## config.mk

```make
export PLATFORM = sky130hd
export DESIGN_NAME = pfcc_ctrl
export DESIGN_NICKNAME = d
export VERILOG_FILES = /design/src/core/pfcc_pkg.sv /design/src/core/pfcc_bus_cycle.sv /design/src/core/pfcc_ctrl.sv
export VERILOG_INCLUDE_DIRS = /design/src /design/src/core
export SDC_FILE = /design/constraint.sdc
export NUM_CORES = 1
export LEC_CHECK = 0
export ABC_AREA = 1
export BUFFER_PORTS_ARGS = -buffer_cell sky130_fd_sc_hd__buf_2
export CORE_MARGIN = 4
export CORE_UTILIZATION = 50
export DETAILED_ROUTE_END_ITERATION = 6
export PLACE_DENSITY = 0.7
export SETUP_SLACK_MARGIN = 0.02
export SLEW_MARGIN = 20
export SYNTH_ARGS = -nofsm -noshare
export SYNTH_HDL_FRONTEND = slang
export SYNTH_SLANG_ARGS = --single-unit
```

## constraint.sdc

```tcl
create_clock -name clk_sys_i -period 5.2 [get_ports clk_sys_i]
set_clock_uncertainty 0.15 [all_clocks]
set_input_delay 0.52 -clock clk_sys_i [delete_from_list [all_inputs] [get_ports clk_sys_i]]
set_output_delay 0.52 -clock clk_sys_i [all_outputs]
set_load 0.005 [all_outputs]
```

## src/core/pfcc_defs.svh

```systemverilog
// constants for the parallel flash command controller
`ifndef PFCC_DEFS_SVH
`define PFCC_DEFS_SVH

// ------------------------------------------------------------
// clock and time conversion
// ------------------------------------------------------------
`define PFCC_CLK_MHZ 100
`define PFCC_NS2CYC(ns) (((ns) * `PFCC_CLK_MHZ + 999) / 1000)

// ------------------------------------------------------------
// bus cycle timing
// ------------------------------------------------------------
`define PFCC_SETUP_NS 10
`define PFCC_WR_STROBE_NS 50
`define PFCC_RD_ACCESS_NS 70
`define PFCC_HOLD_NS 20
`define PFCC_SETUP_CYC `PFCC_NS2CYC(`PFCC_SETUP_NS)
`define PFCC_WR_STROBE_CYC `PFCC_NS2CYC(`PFCC_WR_STROBE_NS)
`define PFCC_RD_ACCESS_CYC `PFCC_NS2CYC(`PFCC_RD_ACCESS_NS)
`define PFCC_HOLD_CYC `PFCC_NS2CYC(`PFCC_HOLD_NS)

// ------------------------------------------------------------
// operation timing
// ------------------------------------------------------------
`define PFCC_BYTE_PROG_US 50
`define PFCC_CHIP_ERASE_MS 20000
`define PFCC_RESET_LOW_NS 500
`define PFCC_RESET_RECOVER_NS 1000
`define PFCC_RESET_LOW_CYC `PFCC_NS2CYC(`PFCC_RESET_LOW_NS)
`define PFCC_RESET_RECOVER_CYC `PFCC_NS2CYC(`PFCC_RESET_RECOVER_NS)

// ------------------------------------------------------------
// command addresses and codes
// ------------------------------------------------------------
`define PFCC_UNLOCK_ADDR1 17'h05555
`define PFCC_UNLOCK_ADDR2 17'h02aaa
`define PFCC_UNLOCK_DATA1 8'haa
`define PFCC_UNLOCK_DATA2 8'h55
`define PFCC_CODE_ERASE_SETUP 8'h80
`define PFCC_CODE_PROGRAM 8'ha0
`define PFCC_CODE_ID_ENTRY 8'h90
`define PFCC_CODE_ID_EXIT 8'hf0
`define PFCC_CODE_CHIP_ERASE 8'h10
`define PFCC_CODE_SECTOR_ERASE 8'h30
`define PFCC_CODE_LOCKOUT 8'h40
`define PFCC_LOCK_ADDR_BOTTOM 17'h00002
`define PFCC_LOCK_ADDR_TOP 17'h1c002

`endif

```

## src/core/pfcc_pkg.sv

```systemverilog
// types shared by the parallel flash command controller
package pfcc_pkg;

	typedef enum logic [3:0] {
		OP_READ, OP_PROGRAM, OP_CHIP_ERASE, OP_SECTOR_ERASE, OP_LOCKOUT,
		OP_ID_ENTRY, OP_ID_EXIT, OP_LOCK_QUERY, OP_RESET
	} pfcc_op_t;

	typedef enum logic [1:0] {SEC_BOOT, SEC_PARAM, SEC_MAIN1, SEC_MAIN2} pfcc_sector_t;

	typedef enum logic [1:0] {BC_IDLE, BC_SETUP, BC_STROBE, BC_HOLD} pfcc_bc_state_t;

	typedef enum logic [2:0] {
		M_RESET, M_RECOVER, M_IDLE, M_STEP, M_WAIT, M_POLL, M_POLL_WAIT, M_RESP
	} pfcc_main_state_t;

	typedef struct packed {
		pfcc_op_t op;
		logic override;
		logic [16:0] addr;
		logic [7:0] data;
	} pfcc_cmd_t;

	typedef struct packed {
		logic [7:0] data;
		logic err;
		logic warn;
		logic locked;
	} pfcc_rsp_t;

	typedef struct packed {
		logic [16:0] addr;
		logic ce_n;
		logic oe_n;
		logic we_n;
		logic [7:0] dq;
		logic dq_oe;
	} pfcc_bus_t;

	typedef struct packed {
		logic wr;
		logic [16:0] addr;
		logic [7:0] data;
	} pfcc_step_t;

endpackage

```

## src/core/pfcc_bus_cycle.sv

```systemverilog
// one read or write cycle on the flash pins
`timescale 1ns/1ns
`include "pfcc_defs.svh"
module pfcc_bus_cycle
(
	input wire logic clk_sys_i, // system clock
	input wire logic rst_n_i, // sync reset
	input wire logic en_i, // clock enable
	input wire logic start_i, // begin a cycle
	input wire pfcc_pkg::pfcc_step_t step_i, // kind, address, data
	output logic ready_o, // idle, may start
	output logic done_o, // cycle finished
	output logic [7:0] rdata_o, // byte read
	input wire logic [7:0] dq_i, // data pins in
	output pfcc_pkg::pfcc_bus_t bus_o // pin outputs
);

	typedef struct packed {
		pfcc_pkg::pfcc_bc_state_t st;
		logic wr;
		logic [3:0] cnt;
		logic done;
		logic [7:0] rdata;
		pfcc_pkg::pfcc_bus_t bus;
	} pfcc_bc_reg_t;

	localparam pfcc_bc_reg_t BC_RESET = '{st: pfcc_pkg::BC_IDLE, wr: 1'b0, cnt: 4'h0, done: 1'b0,
		rdata: 8'h00, bus: '{addr: 17'h00000, ce_n: 1'b1, oe_n: 1'b1, we_n: 1'b1, dq: 8'h00, dq_oe: 1'b0}};

	pfcc_bc_reg_t s_q;
	pfcc_bc_reg_t s_d;

	// ------------------------------------------------------------
	// cycle sequencing
	// ------------------------------------------------------------
	always_comb
	begin
		s_d = s_q;
		s_d.done = 1'b0;
		case (s_q.st)
			pfcc_pkg::BC_IDLE:
			begin
				if (start_i)
				begin
					s_d.wr = step_i.wr;
					s_d.bus.addr = step_i.addr;
					s_d.bus.dq = step_i.data;
					// oe stays high, so driving data early cannot fight the flash
					s_d.bus.dq_oe = step_i.wr;
					s_d.bus.ce_n = 1'b0;
					s_d.cnt = 4'(`PFCC_SETUP_CYC);
					s_d.st = pfcc_pkg::BC_SETUP;
				end
			end
			pfcc_pkg::BC_SETUP:
			begin
				if (s_q.cnt > 4'h1)
				begin
					s_d.cnt = s_q.cnt - 4'h1;
				end
				else
				begin
					s_d.bus.we_n = ~s_q.wr;
					s_d.bus.oe_n = s_q.wr;
					s_d.cnt = s_q.wr ? 4'(`PFCC_WR_STROBE_CYC) : 4'(`PFCC_RD_ACCESS_CYC);
					s_d.st = pfcc_pkg::BC_STROBE;
				end
			end
			pfcc_pkg::BC_STROBE:
			begin
				if (s_q.cnt > 4'h1)
				begin
					s_d.cnt = s_q.cnt - 4'h1;
				end
				else
				begin
					if (!s_q.wr)
					begin
						s_d.rdata = dq_i;
					end
					s_d.bus.we_n = 1'b1;
					s_d.bus.oe_n = 1'b1;
					s_d.bus.ce_n = 1'b1;
					s_d.cnt = 4'(`PFCC_HOLD_CYC);
					s_d.st = pfcc_pkg::BC_HOLD;
				end
			end
			pfcc_pkg::BC_HOLD:
			begin
				if (s_q.cnt > 4'h1)
				begin
					s_d.cnt = s_q.cnt - 4'h1;
				end
				else
				begin
					s_d.bus.dq_oe = 1'b0;
					s_d.done = 1'b1;
					s_d.st = pfcc_pkg::BC_IDLE;
				end
			end
			default:
			begin
				s_d = BC_RESET;
			end
		endcase
	end

	always_ff @(posedge clk_sys_i)
	begin
		if (!rst_n_i)
		begin
			s_q <= BC_RESET;
		end
		else if (en_i)
		begin
			s_q <= s_d;
		end
	end

	assign ready_o = (s_q.st == pfcc_pkg::BC_IDLE);
	assign done_o = s_q.done;
	assign rdata_o = s_q.rdata;
	assign bus_o = s_q.bus;

endmodule // pfcc_bus_cycle

```

## src/core/pfcc_ctrl.sv

```systemverilog
// command controller driving a parallel flash through its pins
`timescale 1ns/1ns
`include "pfcc_defs.svh"
module pfcc_ctrl
#(
	parameter int unsigned BP_TIMEOUT_CYC = `PFCC_BYTE_PROG_US * `PFCC_CLK_MHZ,
	parameter int unsigned ERASE_TIMEOUT_CYC = `PFCC_CHIP_ERASE_MS * 1000 * `PFCC_CLK_MHZ,
	parameter bit TOP_BOOT = 1'b0,
	parameter bit HAS_RESET_PIN = 1'b1
)
(
	input wire logic clk_sys_i, // system clock
	input wire logic rst_n_i, // sync reset
	input wire logic en_i, // clock enable
	input wire logic cmd_valid_i, // command offered
	output logic cmd_ready_o, // command taken when valid
	input wire pfcc_pkg::pfcc_cmd_t cmd_i, // operation, address, data
	output logic rsp_valid_o, // one-cycle answer
	output pfcc_pkg::pfcc_rsp_t rsp_o, // answer contents
	output logic [16:0] flash_addr_o, // address pins
	output logic flash_ce_n_o, // chip select
	output logic flash_oe_n_o, // output enable
	output logic flash_we_n_o, // write strobe
	output logic [7:0] flash_dq_o, // data pins out
	output logic flash_dq_oe_o, // data pins driven
	input wire logic [7:0] flash_dq_i, // data pins in
	output logic flash_rst_n_o, // flash reset pin
	output logic hv_override_o // asks for high voltage on reset pin
);

	// ------------------------------------------------------------
	// decoding helpers
	// ------------------------------------------------------------
	// boot block placement
	function automatic pfcc_pkg::pfcc_sector_t sector_of(input logic [16:0] a);
		pfcc_pkg::pfcc_sector_t k;
		k = pfcc_pkg::SEC_MAIN2;
		if (TOP_BOOT)
		begin
			if (a[16:14] == 3'h7)
				k = pfcc_pkg::SEC_BOOT;
			else if (a[16:14] == 3'h6)
				k = pfcc_pkg::SEC_PARAM;
			else if (a[16:15] == 2'h2)
				k = pfcc_pkg::SEC_MAIN1;
		end
		else
		begin
			if (a[16:14] == 3'h0)
				k = pfcc_pkg::SEC_BOOT;
			else if (a[16:14] == 3'h1)
				k = pfcc_pkg::SEC_PARAM;
			else if (a[16:15] == 2'h1)
				k = pfcc_pkg::SEC_MAIN1;
		end
		return k;
	endfunction

	function automatic logic [2:0] seq_len(input pfcc_pkg::pfcc_op_t op);
		logic [2:0] n;
		case (op)
			pfcc_pkg::OP_READ: n = 3'h1;
			pfcc_pkg::OP_ID_EXIT: n = 3'h1;
			pfcc_pkg::OP_PROGRAM: n = 3'h4;
			pfcc_pkg::OP_ID_ENTRY: n = 3'h3;
			pfcc_pkg::OP_LOCK_QUERY: n = 3'h5;
			default: n = 3'h6;
		endcase
		return n;
	endfunction

	function automatic pfcc_pkg::pfcc_step_t seq_step(input pfcc_pkg::pfcc_cmd_t c, input logic [2:0] i);
		pfcc_pkg::pfcc_step_t s;
		s = '{wr: 1'b1, addr: `PFCC_UNLOCK_ADDR1, data: `PFCC_UNLOCK_DATA1};
		if (i == 3'h1 || i == 3'h4)
			s = '{wr: 1'b1, addr: `PFCC_UNLOCK_ADDR2, data: `PFCC_UNLOCK_DATA2};
		if (i == 3'h2)
		begin
			case (c.op)
				pfcc_pkg::OP_PROGRAM: s.data = `PFCC_CODE_PROGRAM;
				pfcc_pkg::OP_ID_ENTRY: s.data = `PFCC_CODE_ID_ENTRY;
				pfcc_pkg::OP_LOCK_QUERY: s.data = `PFCC_CODE_ID_ENTRY;
				default: s.data = `PFCC_CODE_ERASE_SETUP;
			endcase
		end
		if (c.op == pfcc_pkg::OP_READ)
			s = '{wr: 1'b0, addr: c.addr, data: 8'h00};
		// single-cycle exit, any address
		if (c.op == pfcc_pkg::OP_ID_EXIT)
			s = '{wr: 1'b1, addr: 17'h00000, data: `PFCC_CODE_ID_EXIT};
		if (c.op == pfcc_pkg::OP_PROGRAM && i == 3'h3)
			s = '{wr: 1'b1, addr: c.addr, data: c.data};
		if (c.op == pfcc_pkg::OP_LOCK_QUERY && i == 3'h3)
			s = '{wr: 1'b0, addr: TOP_BOOT ? `PFCC_LOCK_ADDR_TOP : `PFCC_LOCK_ADDR_BOTTOM, data: 8'h00};
		if (c.op == pfcc_pkg::OP_LOCK_QUERY && i == 3'h4)
			s = '{wr: 1'b1, addr: 17'h00000, data: `PFCC_CODE_ID_EXIT};
		if (i == 3'h5)
		begin
			case (c.op)
				pfcc_pkg::OP_SECTOR_ERASE: s = '{wr: 1'b1, addr: c.addr, data: `PFCC_CODE_SECTOR_ERASE};
				pfcc_pkg::OP_LOCKOUT: s.data = `PFCC_CODE_LOCKOUT;
				default: s.data = `PFCC_CODE_CHIP_ERASE;
			endcase
		end
		return s;
	endfunction

	// ------------------------------------------------------------
	// state
	// ------------------------------------------------------------
	typedef struct packed {
		pfcc_pkg::pfcc_main_state_t st;
		pfcc_pkg::pfcc_cmd_t cmd;
		logic [2:0] idx;
		logic [31:0] timer;
		logic prev_toggle;
		logic have_prev;
		logic lock_known;
		logic locked;
		logic last_main_valid;
		pfcc_pkg::pfcc_sector_t last_main;
		logic rst_n;
		logic hv;
		logic rsp_valid;
		pfcc_pkg::pfcc_rsp_t rsp;
	} pfcc_main_reg_t;

	// reset starts with the flash reset pin low, giving it a clean start
	localparam pfcc_main_reg_t M_RESET_VAL = '{st: pfcc_pkg::M_RESET,
		cmd: '{op: pfcc_pkg::OP_READ, override: 1'b0, addr: 17'h00000, data: 8'h00},
		idx: 3'h0, timer: 32'(`PFCC_RESET_LOW_CYC), prev_toggle: 1'b0, have_prev: 1'b0,
		lock_known: 1'b0, locked: 1'b0, last_main_valid: 1'b0, last_main: pfcc_pkg::SEC_MAIN1,
		rst_n: 1'b0, hv: 1'b0, rsp_valid: 1'b0, rsp: '{data: 8'h00, err: 1'b0, warn: 1'b0, locked: 1'b0}};

	pfcc_main_reg_t s_q;
	pfcc_main_reg_t s_d;

	logic bc_start;
	logic bc_ready;
	logic bc_done;
	logic [7:0] bc_rdata;
	pfcc_pkg::pfcc_step_t bc_step;
	pfcc_pkg::pfcc_bus_t bus;
	pfcc_pkg::pfcc_sector_t cmd_sec;
	logic boot_refused;

	assign cmd_sec = sector_of(cmd_i.addr);
	assign boot_refused = s_q.locked && cmd_sec == pfcc_pkg::SEC_BOOT && !(cmd_i.override && HAS_RESET_PIN) &&
		(cmd_i.op == pfcc_pkg::OP_PROGRAM || cmd_i.op == pfcc_pkg::OP_SECTOR_ERASE);

	// ------------------------------------------------------------
	// sequencer
	// ------------------------------------------------------------
	always_comb
	begin
		s_d = s_q;
		s_d.rsp_valid = 1'b0;
		bc_start = 1'b0;
		bc_step = seq_step(s_q.cmd, s_q.idx);
		case (s_q.st)
			// reset pin low aborts flash operation
			pfcc_pkg::M_RESET:
			begin
				s_d.rst_n = 1'b0;
				s_d.timer = s_q.timer - 32'h1;
				if (s_q.timer <= 32'h1)
				begin
					s_d.rst_n = 1'b1;
					s_d.timer = 32'(`PFCC_RESET_RECOVER_CYC);
					s_d.st = pfcc_pkg::M_RECOVER;
				end
			end
			pfcc_pkg::M_RECOVER:
			begin
				s_d.timer = s_q.timer - 32'h1;
				if (s_q.timer <= 32'h1)
				begin
					s_d.st = (s_q.cmd.op == pfcc_pkg::OP_RESET) ? pfcc_pkg::M_RESP : pfcc_pkg::M_IDLE;
				end
			end
			pfcc_pkg::M_IDLE:
			begin
				if (cmd_valid_i)
				begin
					s_d.cmd = cmd_i;
					s_d.idx = 3'h0;
					s_d.rsp = '{data: 8'h00, err: 1'b0, warn: 1'b0, locked: s_q.locked};
					// same main block as the last main-block erase, even with boot or parameter erases between; a chip erase clears it
					s_d.rsp.warn = cmd_i.op == pfcc_pkg::OP_SECTOR_ERASE && s_q.last_main_valid &&
						cmd_sec == s_q.last_main;
					// override only with a reset pin
					s_d.hv = cmd_i.override && HAS_RESET_PIN;
					if (cmd_i.op == pfcc_pkg::OP_RESET)
					begin
						// pin drops at once, so the pulse lasts the full reset-low count
						s_d.rst_n = 1'b0;
						s_d.timer = 32'(`PFCC_RESET_LOW_CYC);
						s_d.st = pfcc_pkg::M_RESET;
					end
					else if (boot_refused)
					begin
						s_d.rsp.err = 1'b1;
						s_d.st = pfcc_pkg::M_RESP;
					end
					else
					begin
						s_d.st = pfcc_pkg::M_STEP;
					end
				end
			end
			pfcc_pkg::M_STEP:
			begin
				if (bc_ready)
				begin
					bc_start = 1'b1;
					s_d.st = pfcc_pkg::M_WAIT;
				end
			end
			pfcc_pkg::M_WAIT:
			begin
				if (bc_done)
				begin
					if (!bc_step.wr)
					begin
						s_d.rsp.data = bc_rdata;
					end
					if (s_q.cmd.op == pfcc_pkg::OP_LOCK_QUERY && !bc_step.wr)
					begin
						s_d.locked = bc_rdata[0];
						s_d.lock_known = 1'b1;
						s_d.rsp.locked = bc_rdata[0];
					end
					s_d.idx = s_q.idx + 3'h1;
					s_d.st = pfcc_pkg::M_STEP;
					if (s_q.idx == seq_len(s_q.cmd.op) - 3'h1)
					begin
						s_d.st = pfcc_pkg::M_RESP;
						s_d.have_prev = 1'b0;
						// program bounded by byte program time
						s_d.timer = (s_q.cmd.op == pfcc_pkg::OP_PROGRAM || s_q.cmd.op == pfcc_pkg::OP_LOCKOUT) ?
							32'(BP_TIMEOUT_CYC) : 32'(ERASE_TIMEOUT_CYC);
						case (s_q.cmd.op)
							pfcc_pkg::OP_PROGRAM, pfcc_pkg::OP_CHIP_ERASE, pfcc_pkg::OP_SECTOR_ERASE,
							pfcc_pkg::OP_LOCKOUT: s_d.st = pfcc_pkg::M_POLL;
							default: s_d.st = pfcc_pkg::M_RESP;
						endcase
					end
				end
			end
			pfcc_pkg::M_POLL, pfcc_pkg::M_POLL_WAIT:
			begin
				s_d.timer = s_q.timer - 32'h1;
				bc_step = '{wr: 1'b0, addr: s_q.cmd.addr, data: 8'h00};
				if (s_q.st == pfcc_pkg::M_POLL && bc_ready)
				begin
					bc_start = 1'b1;
					s_d.st = pfcc_pkg::M_POLL_WAIT;
				end
				if (s_q.st == pfcc_pkg::M_POLL_WAIT && bc_done)
				begin
					s_d.prev_toggle = bc_rdata[6];
					s_d.have_prev = 1'b1;
					s_d.st = pfcc_pkg::M_POLL;
					s_d.rsp.data = bc_rdata;
					if (s_q.cmd.op == pfcc_pkg::OP_PROGRAM && bc_rdata[7] == s_q.cmd.data[7])
					begin
						// any bit off the data, such as a zero that should be one, means not erased first
						s_d.rsp.err = (bc_rdata != s_q.cmd.data);
						s_d.st = pfcc_pkg::M_RESP;
					end
					if (s_q.cmd.op != pfcc_pkg::OP_PROGRAM && s_q.have_prev && bc_rdata[6] == s_q.prev_toggle)
					begin
						s_d.st = pfcc_pkg::M_RESP;
						if (s_q.cmd.op == pfcc_pkg::OP_LOCKOUT)
						begin
							s_d.locked = 1'b1;
							s_d.lock_known = 1'b1;
							s_d.rsp.locked = 1'b1;
						end
						if (s_q.cmd.op == pfcc_pkg::OP_CHIP_ERASE)
						begin
							s_d.last_main_valid = 1'b0;
						end
						if (s_q.cmd.op == pfcc_pkg::OP_SECTOR_ERASE && sector_of(s_q.cmd.addr) inside
							{pfcc_pkg::SEC_MAIN1, pfcc_pkg::SEC_MAIN2})
						begin
							s_d.last_main_valid = 1'b1;
							s_d.last_main = sector_of(s_q.cmd.addr);
						end
					end
				end
				// stuck flash: give up, the caller may reset and repeat
				if (s_q.timer == 32'h0)
				begin
					s_d.rsp.err = 1'b1;
					s_d.st = pfcc_pkg::M_RESP;
				end
			end
			pfcc_pkg::M_RESP:
			begin
				// wait for an open read to finish before answering
				if (bc_ready)
				begin
					s_d.rsp_valid = 1'b1;
					s_d.hv = 1'b0;
					s_d.st = pfcc_pkg::M_IDLE;
				end
			end
			default:
			begin
				s_d = M_RESET_VAL;
			end
		endcase
	end

	always_ff @(posedge clk_sys_i)
	begin
		if (!rst_n_i)
		begin
			s_q <= M_RESET_VAL;
		end
		else if (en_i)
		begin
			s_q <= s_d;
		end
	end

	// ------------------------------------------------------------
	// pin cycle engine
	// ------------------------------------------------------------
	pfcc_bus_cycle u_bus_cycle
	(
		.clk_sys_i(clk_sys_i),
		.rst_n_i(rst_n_i),
		.en_i(en_i),
		.start_i(bc_start),
		.step_i(bc_step),
		.ready_o(bc_ready),
		.done_o(bc_done),
		.rdata_o(bc_rdata),
		.dq_i(flash_dq_i),
		.bus_o(bus)
	);

	assign cmd_ready_o = (s_q.st == pfcc_pkg::M_IDLE);
	assign rsp_valid_o = s_q.rsp_valid;
	assign rsp_o = s_q.rsp;
	assign flash_addr_o = bus.addr;
	assign flash_ce_n_o = bus.ce_n;
	assign flash_oe_n_o = bus.oe_n;
	assign flash_we_n_o = bus.we_n;
	assign flash_dq_o = bus.dq;
	assign flash_dq_oe_o = bus.dq_oe;
	assign flash_rst_n_o = s_q.rst_n;
	assign hv_override_o = s_q.hv;

endmodule // pfcc_ctrl

```

# == Yosys cells after proc, flatten, opt, wreduce, memory -nomap -nowiden ==
# Index checks and enable logic that the tools add are counted.
# classes
add_sub_neg,4
n_lt_le_gt_ge,2
n_bitwise,2
n_reduce_logical,65
eq_ne,59
mux,103
# op_table
operator,n
2-to-1 mux 26 bit,7
one-hot mux 32 bit (4 select lines),1
2-to-1 mux 32 bit,3
2-to-1 mux 68 bit,1
2-to-1 mux 3 bit,18
2-to-1 mux 2 bit,18
2-to-1 mux 35 bit,1
<= comparator 32 x 1 -> 1 bit (second input constant),1
logical NOT 32 bit,1
subtractor 32 x 1 -> 32 bit (second input constant),1
2-to-1 mux 31 bit,1
!= test 2 bit (second input constant),15
AND reduction 4 bit,7
AND reduction 5 bit,5
2-to-1 mux 8 bit,3
one-hot mux 8 bit (3 select lines),1
2-to-1 mux 1 bit,23
2-to-1 mux 23 bit,1
one-hot mux 3 bit (7 select lines),1
nonzero test 2 bit,10
equality test 3 bit (second input constant),6
2-to-1 mux 18 bit,1
equality test 4 x 3 -> 1 bit (second input constant),4
one-hot mux 4 bit (4 select lines),1
49 further kinds,104
# word_totals
out_inout_bits,44
elab_cells,265
ff_bits,133

# == Longest topological paths before layout ==
# Gate-level depths: netlist of run 1.
# depth
ltp_word,16
mapped_depth,18
mapped_depth_nobuf,17

# == Modules after synthesis ==
# Synthesis of run 1 repeated with hierarchy kept, for this count alone.
# hier_totals
hier_cells,1201
hier_area_um2,8000.2
# by_module_without_submodules
mod,seq_area_each_um2,instances,cells_per_inst,area_each_um2
pfcc_ctrl,1741.7,1,906,5754.3
pfcc_bus_cycle,900.9,1,295,2245.9

# == Worst setup path after synthesis of run 1 ==
# Ideal clock, no wire load.
# synth_path
path_kind,flip-flop to flip-flop
startpoint,reg s_q[84] (netlist name)
endpoint,reg s_q[52] (netlist name)
arrival_time_ns,2.151
required_ns,4.935
setup_time_ns,0.115
setup_slack_ns,2.784
path_stages_with_launch,16
path_cell_list,dfxtp_1 -> inv_1 -> nor2_2 -> nand2_1 -> nand3_2 -> inv_1 -> a22oi_1 -> ha_1 -> xnor2_1 -> a21oi_1 -> nand2_2 -> nand2_2 -> nand2_4 -> buf_2 -> a21oi_1 -> nor2_1
# synth_between
elab_chain_len,9
# synth_rtl
item,line_no,source
from (decl),pfcc_ctrl.sv:135,pfcc_main_reg_t s_q;
from (signal assigned),pfcc_ctrl.sv:320,s_q <= M_RESET_VAL;
from (signal assigned),pfcc_ctrl.sv:324,s_q <= s_d;
equality test 4 x 3 -> 1 bit / logical NOT 4 bit (equally long branches),pfcc_ctrl.sv:61,case (op)
OR reduction 2 bit (no source line),-,
one-hot mux 3 bit (4 select lines) *,pfcc_ctrl.sv:61,
2-to-1 mux 3 bit *,pfcc_ctrl.sv:221,if (bc_done)
2-to-1 mux 3 bit *,pfcc_ctrl.sv:160,case (s_q.st)
subtractor 3 x 1 -> 3 bit *,pfcc_ctrl.sv:235,if (s_q.idx == seq_len(s_q.cmd.op) - 3'h1)
equality test 3 bit *,pfcc_ctrl.sv:235,
!= test 2 bit (no source line) *,-,
AND reduction 6 bit (no source line) *,-,
# Mark *: on every way between the ends. The rest lies on a longest branch, timed or not. The select of a mux whose other input is x is not followed.
# A chain may end at the register's enable or synchronous reset.

# == Worst setup path in the final report of run 1 ==
# layout_path
startpoint,reg s_q[84] (netlist name)
endpoint,reg s_q[24] (netlist name)
# layout_between
elab_chain_len,9
# layout_rtl
item,line_no
equality test 4 x 3 -> 1 bit / logical NOT 4 bit (equally long branches),pfcc_ctrl.sv:61
OR reduction 2 bit (no source line),-
one-hot mux 3 bit (4 select lines),pfcc_ctrl.sv:61
2-to-1 mux 3 bit,pfcc_ctrl.sv:221
2-to-1 mux 3 bit,pfcc_ctrl.sv:160
subtractor 3 x 1 -> 3 bit,pfcc_ctrl.sv:235
equality test 3 bit,pfcc_ctrl.sv:235
!= test 2 bit (no source line),-
AND reduction 6 bit (no source line),-
# Several ways; a longest one is shown, not always the timed one. The select of a mux whose other input is x is not followed.

==> results of run 1 <==
## synthesized netlist by cell type, types with 9 or more instances
master / instances
sky130_fd_sc_hd__inv_1: 118
sky130_fd_sc_hd__a21oi_1: 84
sky130_fd_sc_hd__clkbuf_1: 24
sky130_fd_sc_hd__o211ai_1: 9
sky130_fd_sc_hd__xor2_1: 22
sky130_fd_sc_hd__nor2_1: 210
sky130_fd_sc_hd__nand2_1: 280
sky130_fd_sc_hd__o21ai_0: 88
sky130_fd_sc_hd__buf_4: 36
sky130_fd_sc_hd__dfxtp_1: 132
sky130_fd_sc_hd__nor3_1: 14
sky130_fd_sc_hd__nand3_1: 62
sky130_fd_sc_hd__ha_1: 14
sky130_fd_sc_hd__nand4_1: 14
sky130_fd_sc_hd__xnor2_1: 15
## per-layer routing
| metal | vias up | routed length (um) |
|---|---|---|
| met5 | - | 0 |
| met4 | 0 | 318 |
| met3 | 32 | 1490 |
| met2 | 240 | 8980 |
| met1 | 3388 | 9560 |
| li1 | 3824 | - |
## state kept, by name, indices dropped and copies added, names as in the netlist
register,count
s_q,73
u_bus_cycle.bus_o,29
u_bus_cycle.done_o,1
rsp_valid_o,1
hv_override_o,1
rsp_o,11
u_bus_cycle.s_q,7
flash_rst_n_o,1
u_bus_cycle.rdata_o,8
## layout by cell type, fill, tap and decap left out, types with 15 or more instances in the layout
cell type	count
sky130_fd_sc_hd__nand2_1	280
sky130_fd_sc_hd__nor2_1	210
sky130_fd_sc_hd__dfxtp_1	132
sky130_fd_sc_hd__inv_1	118
sky130_fd_sc_hd__o21ai_0	87
sky130_fd_sc_hd__buf_2	85
sky130_fd_sc_hd__a21oi_1	84
sky130_fd_sc_hd__nand3_1	62
sky130_fd_sc_hd__xor2_1	22
sky130_fd_sc_hd__clkbuf_16	17
sky130_fd_sc_hd__xnor2_1	15
## through the flow
step                hold WS (ns)  utilization [%]
floorplan                  0.275                -
global placement           0.285             53.4
detailed placement         0.295             53.4
CTS                        0.158             57.8
global route               0.174             57.8
finish                     0.167             57.8
## worst min-delay path by stage
stage | start | to | slack (ns) | cells after the start
detailed placement | s_q[67] | s_q[67] | 0.29 | 2
CTS | cmd_i[6] | s_q[62] | 0.16 | 3
finish | flash_dq_i[3] | u_bus_cycle.rdata_o[3] | 0.17 | 3
global route | flash_dq_i[7] | u_bus_cycle.rdata_o[7] | 0.17 | 3
global placement | s_q[67] | s_q[67] | 0.28 | 2
floorplan | s_q[67] | s_q[67] | 0.27 | 2
## critical path: stages (launching register included)
cell                      delay (ns)
sky130_fd_sc_hd__dfxtp_1        0.35
sky130_fd_sc_hd__nor2_1         0.28
sky130_fd_sc_hd__nand2_1        0.24
sky130_fd_sc_hd__nand3_2        0.17
sky130_fd_sc_hd__inv_1          0.07
sky130_fd_sc_hd__a22oi_1        0.15
sky130_fd_sc_hd__ha_1           0.27
sky130_fd_sc_hd__xnor2_1        0.12
sky130_fd_sc_hd__a21oi_1        0.16
sky130_fd_sc_hd__nand2_2        0.11
sky130_fd_sc_hd__nand2_2        0.15
sky130_fd_sc_hd__nand2_4        0.30
sky130_fd_sc_hd__nand2_1        0.15
sky130_fd_sc_hd__nand2_1        0.05
sky130_fd_sc_hd__nor2_1         0.13
## power by group
| part | internal [mW] | leakage, nW | total [mW] | switching, mW |
|---|---|---|---|---|
| Sequential | 1.04 | 1.07 | 1.07 | 0.0278 |
| Clock | 0.845 | 0.309 | 1.29 | 0.449 |
| Combinational | 0.0906 | 2.67 | 0.256 | 0.165 |
## kinds of logic (layout without fill, tap and decap cells)
group           after synthesis  count (layout)  share of synthesized area [%]
xor+xnor                     37              37                           4.25
fa+ha+maj                    14              14                           2.30
compound gates              203             203                           14.6
simple gates                599             599                           32.4
flops                       132             132                           34.7
buf+inv                     194             247                           11.7
## layout make-up
class	instances	area (um^2)	area share, %
inverters	125	469	5.50
well taps	184	230	2.70
flip-flops and latches	132	2640	31.0
clock buffers	26	529	6.21
multi-input cells	853	4080	47.8
clock inverters	6	114	1.34
repair buffers	90	463	5.43
==> impl_metrics.prom, run 1 <==
# TYPE chip_impl_metric gauge
chip_impl_metric{name="finalHoldViolations",unit=""} 0
chip_impl_info{name="synth.top_cells.by_area",value="sky130_fd_sc_hd__dfxtp_1 (35%), sky130_fd_sc_hd__nand2_1 (14%), sky130_fd_sc_hd__nor2_1 (10%)"} 1
chip_impl_metric{name="grt_util_met1",unit="%"} 32.8
chip_impl_metric{name="setup_violations",unit=""} 0
chip_impl_info{name="unrepaired_setup_endpoints_after_global_routing",value="no"} 1
chip_impl_metric{name="clk_pin_slew",unit="ns"} 0.06
chip_impl_metric{name="synth-seq-area-share",unit="%"} 34.7
chip_impl_metric{name="post-dp-hpwl",unit="um"} 14600
chip_impl_info{name="critical_path.reg2reg.endpoint",value="s_q[24]"} 1
chip_impl_metric{name="vdd.ir_drop.worst",unit="uV"} 228
chip_impl_metric{name="fmaxAchievable",unit="MHz"} 340
chip_impl_metric{name="clock_period_minus_final_worst_setup_slack",unit="ns"} 2.94
chip_impl_metric{name="wirelength",unit="um"} 20400
chip_impl_metric{name="grt_util_overall",unit="%"} 23.5
chip_impl_info{name="yosys_most_used_dff",value="sky130_fd_sc_hd__dfxtp_1"} 1
chip_impl_metric{name="worst_ep_required_time",unit="ns"} 5.40
chip_impl_metric{name="numPlacedInstances",unit=""} 1384
chip_impl_metric{name="placed_area",unit="mm^2"} 0.00789
chip_impl_metric{name="largest_net_degree_at_the_start_of_global_routing",unit=""} 83
chip_impl_metric{name="met2_usage",unit="%"} 36.4
chip_impl_metric{name="ant_nets",unit=""} 0
chip_impl_metric{name="cap_violations",unit=""} 0
chip_impl_info{name="yosys.area.top_type",value="sky130_fd_sc_hd__dfxtp_1"} 1
chip_impl_metric{name="detail_route.drc_violations",unit=""} 0
chip_impl_metric{name="asyncSetResetFlopFracSynth",unit="%"} 0
chip_impl_metric{name="fin_ws",unit="ns"} 2.26
chip_impl_metric{name="die-area",unit="mm^2"} 0.0173
chip_impl_metric{name="reg2reg_setup_slack",unit="ns"} 2.26
chip_impl_metric{name="final.fill_count",unit=""} 1503
chip_impl_metric{name="clock_sinks",unit=""} 132
chip_impl_info{name="path_class",value="flip-flop to flip-flop"} 1
chip_impl_metric{name="max_slew.worst_pin.slew",unit="ns"} 0.898
chip_impl_metric{name="share_of_cells_above_drive_strength_1",unit="%"} 11.6
chip_impl_metric{name="global_route_wire_length_before_repair",unit="um"} 34000
chip_impl_metric{name="cts_hold_buffers",unit=""} 0
chip_impl_metric{name="syn_area",unit="mm^2"} 0.00762
chip_impl_info{name="worst_setup_path_endpoint",value="s_q[24]"} 1
chip_impl_metric{name="synthesis.yosys.warnings",unit=""} 0
chip_impl_metric{name="drt-pass1-iter-count",unit=""} 5
chip_impl_metric{name="synth_area_per_cell",unit="um^2"} 6.46
chip_impl_metric{name="antenna_violations_before_repair",unit=""} 0
chip_impl_metric{name="ctsHtreeMaxLevel",unit=""} 4
chip_impl_metric{name="drv_slew",unit=""} 0
chip_impl_metric{name="fp.dieH",unit="um"} 131
chip_impl_info{name="hold_class",value="primary input to flip-flop"} 1
chip_impl_metric{name="finalInstanceArea",unit="mm^2"} 0.00853
chip_impl_metric{name="clock_latency",unit="ns"} 0.42
chip_impl_info{name="cp-end-kind",value="flip-flop"} 1
chip_impl_info{name="crit_path_start_kind",value="flip-flop"} 1
chip_impl_metric{name="viasPerCell",unit=""} 5.29
chip_impl_metric{name="floorplan.core_area",unit="mm^2"} 0.0148
chip_impl_info{name="outcome",value="complete, no violations"} 1
chip_impl_metric{name="antenna_cells",unit=""} 0
chip_impl_metric{name="first_global_vias",unit=""} 6899
chip_impl_metric{name="yosys.area.top_type_share",unit="%"} 34.7
chip_impl_info{name="clockRootBuffer",value="sky130_fd_sc_hd__clkbuf_16"} 1
chip_impl_metric{name="maxSlewHeadroom",unit="%"} 39.8
chip_impl_metric{name="setup_tns",unit="ns"} 0
chip_impl_metric{name="area_delta_synth_final",unit="%"} 12.0
chip_impl_metric{name="route.vias.total",unit=""} 7484
chip_impl_metric{name="cts-buffers-inserted",unit=""} 17
chip_impl_metric{name="routed_wire_length_per_instance",unit="um"} 14.4
chip_impl_metric{name="row_count",unit=""} 44
chip_impl_metric{name="total_power",unit="mW"} 2.62
chip_impl_metric{name="top_level_ports",unit=""} 86
chip_impl_metric{name="fin_cells",unit=""} 1416
chip_impl_metric{name="io_buffers",unit=""} 85
chip_impl_metric{name="globalplace.congestion",unit=""} 0.965
chip_impl_metric{name="cts.repair.resized",unit=""} 0
chip_impl_metric{name="synth_cell_types",unit=""} 42
chip_impl_metric{name="syn_nets",unit=""} 1235
chip_impl_metric{name="setup_fix_buffers_added_after_clock_tree_synthesis",unit=""} 0
chip_impl_metric{name="rr_worst_depth",unit=""} 14
chip_impl_metric{name="final_nets",unit=""} 1275
chip_impl_metric{name="ys_ff_latch",unit=""} 132
chip_impl_metric{name="p_leak",unit="nW"} 4.05
chip_impl_metric{name="synth-edff-count",unit=""} 0
chip_impl_info{name="startpoint_of_the_worst_slack_reg_to_reg_timing_path",value="s_q[84]"} 1
chip_impl_metric{name="drt_iter0_markers",unit=""} 605
chip_impl_metric{name="start_util",unit="%"} 51.6
chip_impl_metric{name="die_w",unit="um"} 131
chip_impl_metric{name="grt_overflow_total",unit=""} 0
chip_impl_metric{name="synth_cells",unit=""} 1179
chip_impl_info{name="worst_setup_path_start",value="s_q[84]"} 1
chip_impl_metric{name="timing.final.crit_share",unit="%"} 56.6
chip_impl_info{name="cts_tree",value="built"} 1
chip_impl_metric{name="power.density_cell_area",unit="mW/mm^2"} 307
chip_impl_info{name="top_usage_layer",value="met2"} 1
chip_impl_metric{name="arrival",unit="ns"} 3.14
chip_impl_metric{name="max-clock-path-buffers",unit=""} 2
chip_impl_metric{name="largest_fanout_of_any_net_on_the_critical_path",unit=""} 46
chip_impl_metric{name="use_met3",unit="%"} 5.77
chip_impl_metric{name="dp_worst_setup_slack",unit="ns"} 2.31
(Power assumes the default switching activity.)
==> inputs of run 2 (changes only) <==
clock period = 3.1 ns   (was 5.2 ns; I/O delays follow)
==> run 2 against run 1 <==
  * Combinational power rose by 79%
  * Register-to-register slack got worse by 2.0 ns
  * Die area did not move
  * Utilization rose by 1.7 points
  * Cell area rose by 2.9%
  * Maximum frequency rose by 4.0%
  * Sequential power rose by 67%
  * Global-route usage rose by 0.39 points
  * Final cell count rose by 1.7%
  * Hold slack got worse by 0.15 ns
  * Via count rose by 1.1%
  * Power rose by 69%
  * Critical endpoint is now s_q[40]
  * Largest cell class unchanged
==> impl_metrics.prom, run 2 (synthesis results as in run 1) <==
# TYPE chip_impl_metric gauge
chip_impl_metric{name="clk_pin_slew",unit="ns"} 0.06
chip_impl_metric{name="setup_violations",unit=""} 0
chip_impl_metric{name="clock_sinks",unit=""} 132
chip_impl_info{name="regMostFlops",value="s_q"} 1
chip_impl_metric{name="detail_route.drc_violations",unit=""} 0
chip_impl_metric{name="arrival",unit="ns"} 2.96
chip_impl_metric{name="route.vias.total",unit=""} 7564
chip_impl_metric{name="drt_iter0_markers",unit=""} 562
chip_impl_info{name="mostFrequentLayoutCell",value="sky130_fd_sc_hd__nand2_1"} 1
chip_impl_metric{name="timing.final.crit_share",unit="%"} 91.3
chip_impl_info{name="hold_class",value="primary input to flip-flop"} 1
chip_impl_metric{name="worst_ep_required_time",unit="ns"} 3.23
chip_impl_metric{name="cts-buffers-inserted",unit=""} 17
chip_impl_metric{name="row_count",unit=""} 44
chip_impl_metric{name="first_global_vias",unit=""} 7030
chip_impl_info{name="hold_start",value="cmd_i[24]"} 1
chip_impl_info{name="unrepaired_setup_endpoints_after_global_routing",value="no"} 1
chip_impl_metric{name="viasPerCell",unit=""} 5.25
chip_impl_info{name="clockRootBuffer",value="sky130_fd_sc_hd__clkbuf_16"} 1
chip_impl_metric{name="global_route_wire_length_before_repair",unit="um"} 34200
chip_impl_info{name="crit_path_cell_trace",value="nor2_1 -> nand2_1 -> nand3_2 -> inv_1 -> a22oi_1 -> ha_1 -> xnor2_1 -> a21oi_1 -> nand2_2 -> a21boi_4 -> nand2_1 -> nand2_1 -> nor2_1"} 1
chip_impl_metric{name="globalplace.congestion",unit=""} 0.969
chip_impl_info{name="outcome",value="complete, no violations"} 1
chip_impl_metric{name="drt-pass1-iter-count",unit=""} 5
chip_impl_metric{name="die_w",unit="um"} 131
chip_impl_metric{name="drv_slew",unit=""} 0
chip_impl_metric{name="final_nets",unit=""} 1300
chip_impl_metric{name="grt_overflow_total",unit=""} 0
chip_impl_info{name="cpLargestDelayFamily",value="simple AND/OR/NAND/NOR gates"} 1
chip_impl_metric{name="path_buf_inv",unit=""} 1
chip_impl_metric{name="antenna_cells",unit=""} 0
chip_impl_info{name="path_class",value="flip-flop to flip-flop"} 1
chip_impl_metric{name="final-seq-area",unit="mm^2"} 0.00264
chip_impl_metric{name="area_delta_synth_final",unit="%"} 15.2
chip_impl_metric{name="total_power",unit="mW"} 4.42
chip_impl_info{name="startpoint_of_the_worst_slack_reg_to_reg_timing_path",value="s_q[85]"} 1
chip_impl_metric{name="dp_worst_setup_slack",unit="ns"} 0.319
chip_impl_metric{name="start_util",unit="%"} 51.6
chip_impl_metric{name="finalHoldViolations",unit=""} 0
chip_impl_metric{name="max_slew.worst_pin.slew",unit="ns"} 0.803
chip_impl_metric{name="grt_util_overall",unit="%"} 23.9
chip_impl_metric{name="io_buffers",unit=""} 85
chip_impl_metric{name="antenna_violations_before_repair",unit=""} 0
chip_impl_metric{name="critical-path-max-stage-delay",unit="ns"} 0.43
chip_impl_metric{name="fp.dieH",unit="um"} 131
chip_impl_metric{name="largest_fanout_of_any_net_on_the_critical_path",unit=""} 15
chip_impl_info{name="worst_setup_path_start",value="s_q[85]"} 1
chip_impl_metric{name="largest_net_degree_at_the_start_of_global_routing",unit=""} 83
chip_impl_metric{name="clock_period_minus_final_worst_setup_slack",unit="ns"} 2.83
chip_impl_metric{name="p_leak",unit="nW"} 4.15
chip_impl_metric{name="cap_violations",unit=""} 0
chip_impl_info{name="crit_path_start_kind",value="flip-flop"} 1
chip_impl_metric{name="share_of_cells_above_drive_strength_1",unit="%"} 11.5
chip_impl_metric{name="maxSlewHeadroom",unit="%"} 46.4
chip_impl_metric{name="max-clock-path-buffers",unit=""} 2
chip_impl_metric{name="die-area",unit="mm^2"} 0.0173
chip_impl_info{name="crit_path_frequent_cell",value="sky130_fd_sc_hd__nand2_1"} 1
chip_impl_metric{name="final.fill_count",unit=""} 1444
chip_impl_metric{name="floorplan.core_area",unit="mm^2"} 0.0148
chip_impl_metric{name="setup_fix_buffers_added_after_clock_tree_synthesis",unit=""} 0
chip_impl_info{name="final_cell_mix",value="sky130_fd_sc_hd__nand2_1 (280), sky130_fd_sc_hd__nor2_1 (210), sky130_fd_sc_hd__dfxtp_1 (132)"} 1
chip_impl_metric{name="ctsHtreeMaxLevel",unit=""} 4
chip_impl_metric{name="power.density_cell_area",unit="mW/mm^2"} 503
chip_impl_metric{name="setup_tns",unit="ns"} 0
chip_impl_metric{name="multi_input_gate_area_in_the_final_layout",unit="mm^2"} 0.00409
chip_impl_info{name="cts_tree",value="built"} 1
chip_impl_metric{name="clock_latency",unit="ns"} 0.42
chip_impl_metric{name="ant_nets",unit=""} 0
chip_impl_metric{name="wirelength",unit="um"} 20700
chip_impl_metric{name="post-dp-hpwl",unit="um"} 14500
chip_impl_info{name="cp-end-kind",value="flip-flop"} 1
chip_impl_metric{name="vdd.ir_drop.worst",unit="uV"} 371
chip_impl_metric{name="top_level_ports",unit=""} 86
chip_impl_info{name="slowest_stage",value="sky130_fd_sc_hd__a21boi_4"} 1
chip_impl_metric{name="largest_register_ff_count",unit=""} 73
chip_impl_metric{name="fmaxAchievable",unit="MHz"} 353
chip_impl_metric{name="routed_wire_length_per_instance",unit="um"} 14.4
chip_impl_metric{name="fin_ws",unit="ns"} 0.270
## run 2: power by group
part	internal [mW]	switching [mW]	leakage (nW)
sequential	1.74	0.0462	1.07
combinational	0.173	0.286	2.78
clock	1.39	0.781	0.295
## run 2: routing by layer
| metal | vias up | routed length [um] | global-route usage (%) |
|---|---|---|---|
| li1 | 3866 | - | - |
| met1 | 3387 | 9520 | 31.9 |
| met2 | 279 | 9310 | 38.0 |
| met3 | 32 | 1470 | 5.28 |
| met4 | 0 | 380 | 8.81 |
| met5 | - | 0 | 0 |
## run 2: worst register-to-register path, cell delays in order, from the launching register on
cell,delay [ns]
sky130_fd_sc_hd__dfxtp_1,0.35
sky130_fd_sc_hd__nor2_1,0.26
sky130_fd_sc_hd__nand2_1,0.24
sky130_fd_sc_hd__nand3_2,0.16
sky130_fd_sc_hd__inv_1,0.07
sky130_fd_sc_hd__a22oi_1,0.15
sky130_fd_sc_hd__ha_1,0.27
sky130_fd_sc_hd__xnor2_1,0.12
sky130_fd_sc_hd__a21oi_1,0.17
sky130_fd_sc_hd__nand2_2,0.12
sky130_fd_sc_hd__a21boi_4,0.43
sky130_fd_sc_hd__nand2_1,0.10
sky130_fd_sc_hd__nand2_1,0.08
sky130_fd_sc_hd__nor2_1,0.04
## run 2: worst paths after layout
path,endpoint,cells past startpoint,slack [ns]
min reg2reg,u_bus_cycle.bus_o[10],2,0.30
min,s_q[80],3,0.01
max,s_q[40],13,0.27
max reg2reg,s_q[40],13,0.27
## run 2: repair_timing
action                                  in CTS  in global routing
hold buffers                                24                  0
endpoints found under the hold margin       24                  0
endpoints found under the setup margin       0                 22
gates resized for setup                      0                  1
## run 2: metrics by stage
step	hold slack (ns)	util [%]	area [um^2]	cells
after floorplan	0.275	-	7620	1179
after global placement	0.289	53.5	7890	1385
after detailed placement	0.289	53.5	7890	1385
after CTS	0.00191	59.4	8770	1440
after global routing	0.0185	59.5	8770	1440
final	0.0137	59.5	8770	1440
## run 2: area by class of cell
type                    instances  share of cell area, %
flip-flops and latches        132                   30.1
multi-input cells             853                   46.6
clock inverters                11                   2.01
inverters                     125                   5.35
clock buffers                  20                   5.20
repair buffers                115                   8.10
well taps                     184                   2.62
==> inputs of run 3 (changes only) <==
CORE_ASPECT_RATIO = 0.5   (was not set)
CORE_UTILIZATION = 39   (was 50)
PLACE_DENSITY = not set   (was 0.7)
==> run 3 against run 2 <==
  * Cell area grew 1.3%
  * Worst setup slack improved by 0.043 ns
  * Maximum frequency increased by 1.5%
  * Sequential power is essentially flat
  * Wire length rose by 4.2%
  * Non-clock buffer count is 4 higher
  * Utilization is 12 points lower
  * Global-route usage decreased by 3.7 points
  * Register-to-register slack improved by 0.04 ns
  * Final cell count rose by 5.6%
  * First-iteration DRC count fell by 12%
  * Flip-flop and latch count unchanged
  * Critical endpoint is now s_q[30]
  * Largest cell class unchanged
==> impl_metrics.prom, run 3 (synthesis results as in run 1) <==
# TYPE chip_impl_metric gauge
chip_impl_info{name="outcome",value="complete, no violations"} 1
chip_impl_metric{name="largest_register_ff_count",unit=""} 73
chip_impl_info{name="cts_tree",value="built"} 1
chip_impl_metric{name="drv_slew",unit=""} 0
chip_impl_metric{name="drt_iter0_markers",unit=""} 495
chip_impl_metric{name="final_nets",unit=""} 1304
chip_impl_metric{name="io_buffers",unit=""} 85
chip_impl_metric{name="die-area",unit="mm^2"} 0.0220
chip_impl_info{name="crit_path_cell_trace",value="inv_1 -> nor2_2 -> nand2_2 -> nand3_2 -> inv_1 -> a22oi_1 -> ha_1 -> xnor2_1 -> a21oi_1 -> nand2_2 -> nand2_2 -> nand2_8 -> nor2_1 -> nor2_1"} 1
chip_impl_metric{name="top_level_ports",unit=""} 86
chip_impl_metric{name="worst_ep_required_time",unit="ns"} 3.26
chip_impl_info{name="unrepaired_setup_endpoints_after_global_routing",value="no"} 1
chip_impl_metric{name="maxSlewHeadroom",unit="%"} 56.7
chip_impl_metric{name="post-dp-hpwl",unit="um"} 15400
chip_impl_metric{name="final.hold.worst_slack",unit="ns"} 0.0138
chip_impl_metric{name="vdd.ir_drop.worst",unit="uV"} 393
chip_impl_metric{name="fp.dieH",unit="um"} 107
chip_impl_info{name="regMostFlops",value="s_q"} 1
chip_impl_metric{name="drt-pass1-iter-count",unit=""} 5
chip_impl_metric{name="share_of_cells_above_drive_strength_1",unit="%"} 12.1
chip_impl_metric{name="ctsHtreeMaxLevel",unit=""} 4
chip_impl_metric{name="path_buf_inv",unit=""} 2
chip_impl_metric{name="start_util",unit="%"} 40.5
chip_impl_metric{name="timing.final.crit_share",unit="%"} 89.9
chip_impl_info{name="cpLargestDelayFamily",value="simple AND/OR/NAND/NOR gates"} 1
chip_impl_metric{name="detail_route.drc_violations",unit=""} 0
chip_impl_metric{name="largest_net_degree_at_the_start_of_global_routing",unit=""} 51
chip_impl_metric{name="antenna_cells",unit=""} 0
chip_impl_metric{name="routed_wire_length_per_instance",unit="um"} 14.2
chip_impl_info{name="crit_path_start_kind",value="flip-flop"} 1
chip_impl_metric{name="clock_period_minus_final_worst_setup_slack",unit="ns"} 2.79
chip_impl_metric{name="die_w",unit="um"} 206
chip_impl_info{name="hold_start",value="cmd_i[23]"} 1
chip_impl_metric{name="setup_violations",unit=""} 0
chip_impl_metric{name="cap_violations",unit=""} 0
chip_impl_metric{name="global_route_wire_length_before_repair",unit="um"} 36300
chip_impl_info{name="cp-end-kind",value="flip-flop"} 1
chip_impl_metric{name="first_global_vias",unit=""} 7330
chip_impl_metric{name="grt_util_overall",unit="%"} 20.2
chip_impl_metric{name="clock_latency",unit="ns"} 0.43
chip_impl_metric{name="ant_nets",unit=""} 0
chip_impl_metric{name="p_leak",unit="nW"} 4.18
chip_impl_info{name="final_cell_mix",value="sky130_fd_sc_hd__nand2_1 (278), sky130_fd_sc_hd__nor2_1 (210), sky130_fd_sc_hd__dfxtp_1 (132)"} 1
chip_impl_info{name="mostFrequentLayoutCell",value="sky130_fd_sc_hd__nand2_1"} 1
chip_impl_metric{name="antenna_violations_before_repair",unit=""} 0
chip_impl_info{name="slowest_stage",value="sky130_fd_sc_hd__dfxtp_1"} 1
chip_impl_metric{name="area_delta_synth_final",unit="%"} 16.7
chip_impl_metric{name="max-clock-path-buffers",unit=""} 2
chip_impl_metric{name="clk_pin_slew",unit="ns"} 0.07
chip_impl_metric{name="fmaxAchievable",unit="MHz"} 359
chip_impl_metric{name="critical-path-max-stage-delay",unit="ns"} 0.41
chip_impl_info{name="clockRootBuffer",value="sky130_fd_sc_hd__clkbuf_16"} 1
chip_impl_metric{name="max_slew.worst_pin.slew",unit="ns"} 0.646
chip_impl_metric{name="cts-buffers-inserted",unit=""} 17
chip_impl_info{name="startpoint_of_the_worst_slack_reg_to_reg_timing_path",value="s_q[84]"} 1
chip_impl_metric{name="arrival",unit="ns"} 2.95
chip_impl_metric{name="grt_overflow_total",unit=""} 0
chip_impl_metric{name="globalplace.congestion",unit=""} 0.909
chip_impl_info{name="worst_setup_path_start",value="s_q[84]"} 1
chip_impl_metric{name="viasPerCell",unit=""} 5.01
chip_impl_metric{name="largest_fanout_of_any_net_on_the_critical_path",unit=""} 46
chip_impl_metric{name="clock_sinks",unit=""} 132
chip_impl_metric{name="row_count",unit=""} 35
chip_impl_metric{name="power.density_cell_area",unit="mW/mm^2"} 491
chip_impl_metric{name="floorplan.core_area",unit="mm^2"} 0.0188
chip_impl_metric{name="wirelength",unit="um"} 21500
chip_impl_metric{name="finalHoldViolations",unit=""} 0
chip_impl_metric{name="setup_tns",unit="ns"} 0
chip_impl_info{name="crit_path_frequent_cell",value="sky130_fd_sc_hd__nand2_2"} 1
chip_impl_info{name="path_class",value="flip-flop to flip-flop"} 1
chip_impl_metric{name="route.vias.total",unit=""} 7610
chip_impl_info{name="hold_class",value="primary input to flip-flop"} 1
[run 3: changes by cell type in the layout (fill, tap and decap cells not counted), sizes merged]
| cell | change |
|---|---|
| clkbuf | -1 |
| clkinvlp | -3 |
| buf | +6 |
| bufinv | -2 |
| inv | +7 |
| dlygate4sd3 | -2 |
[run 3: final timing paths]
path	end	slack, ns	cells past startpoint
min reg2reg	s_q[67]	0.30	2
min	s_q[79]	0.01	3
max reg2reg	s_q[30]	0.31	14
max	s_q[30]	0.31	14
[run 3: routing by layer]
layer	track usage, %	up-vias	wire length [um]
met3	3.78	24	888
met1	28.0	3542	10800
met5	0	-	0
met4	6.26	0	338
met2	32.0	169	9550
li1	-	3875	-
[run 3: final cells by class]
class / instances / area (um^2)
inverter: 125 / 469
clock inverter: 13 / 158
sequential: 132 / 2640
tap: 259 / 324
fill: 1940 / 9900
timing repair buffer: 119 / 761
clock buffer: 19 / 443
multi-input combinational: 853 / 4090
[run 3: through the flow]
step | instances | setup slack [ns] | power, mW | utilization, % | area [um^2]
2_1_floorplan | 1179 | 0.684 | 2.14 | - | 7620
3_3_place_gp | 1464 | 0.327 | 2.25 | 42.7 | 8030
3_5_place_dp | 1464 | 0.211 | 2.26 | 42.7 | 8030
4_1_cts | 1518 | 0.176 | 4.39 | 47.1 | 8850
5_1_grt | 1520 | 0.0602 | 4.56 | 47.3 | 8890
6_report | 1520 | 0.313 | 4.36 | 47.3 | 8890
[run 3: timing repair]
action | in CTS | in global routing
setup endpoints to repair | 0 | 30
endpoints found under the hold margin | 22 | 0
hold buffers | 22 | 0
setup buffers | 0 | 2
gates resized for setup | 0 | 3
[run 3: where the power goes]
part / internal (mW) / leakage, nW / switching [mW]
clock: 1.23 / 0.292 / 0.875
combinational: 0.177 / 2.81 / 0.288
sequential: 1.74 / 1.07 / 0.0458
[run 3: worst min-delay path: cells and delay by family]
family	cells	cell delay, ns
buffers and inverters	2	0.14
AO/OA/AOI/OAI	1	0.11
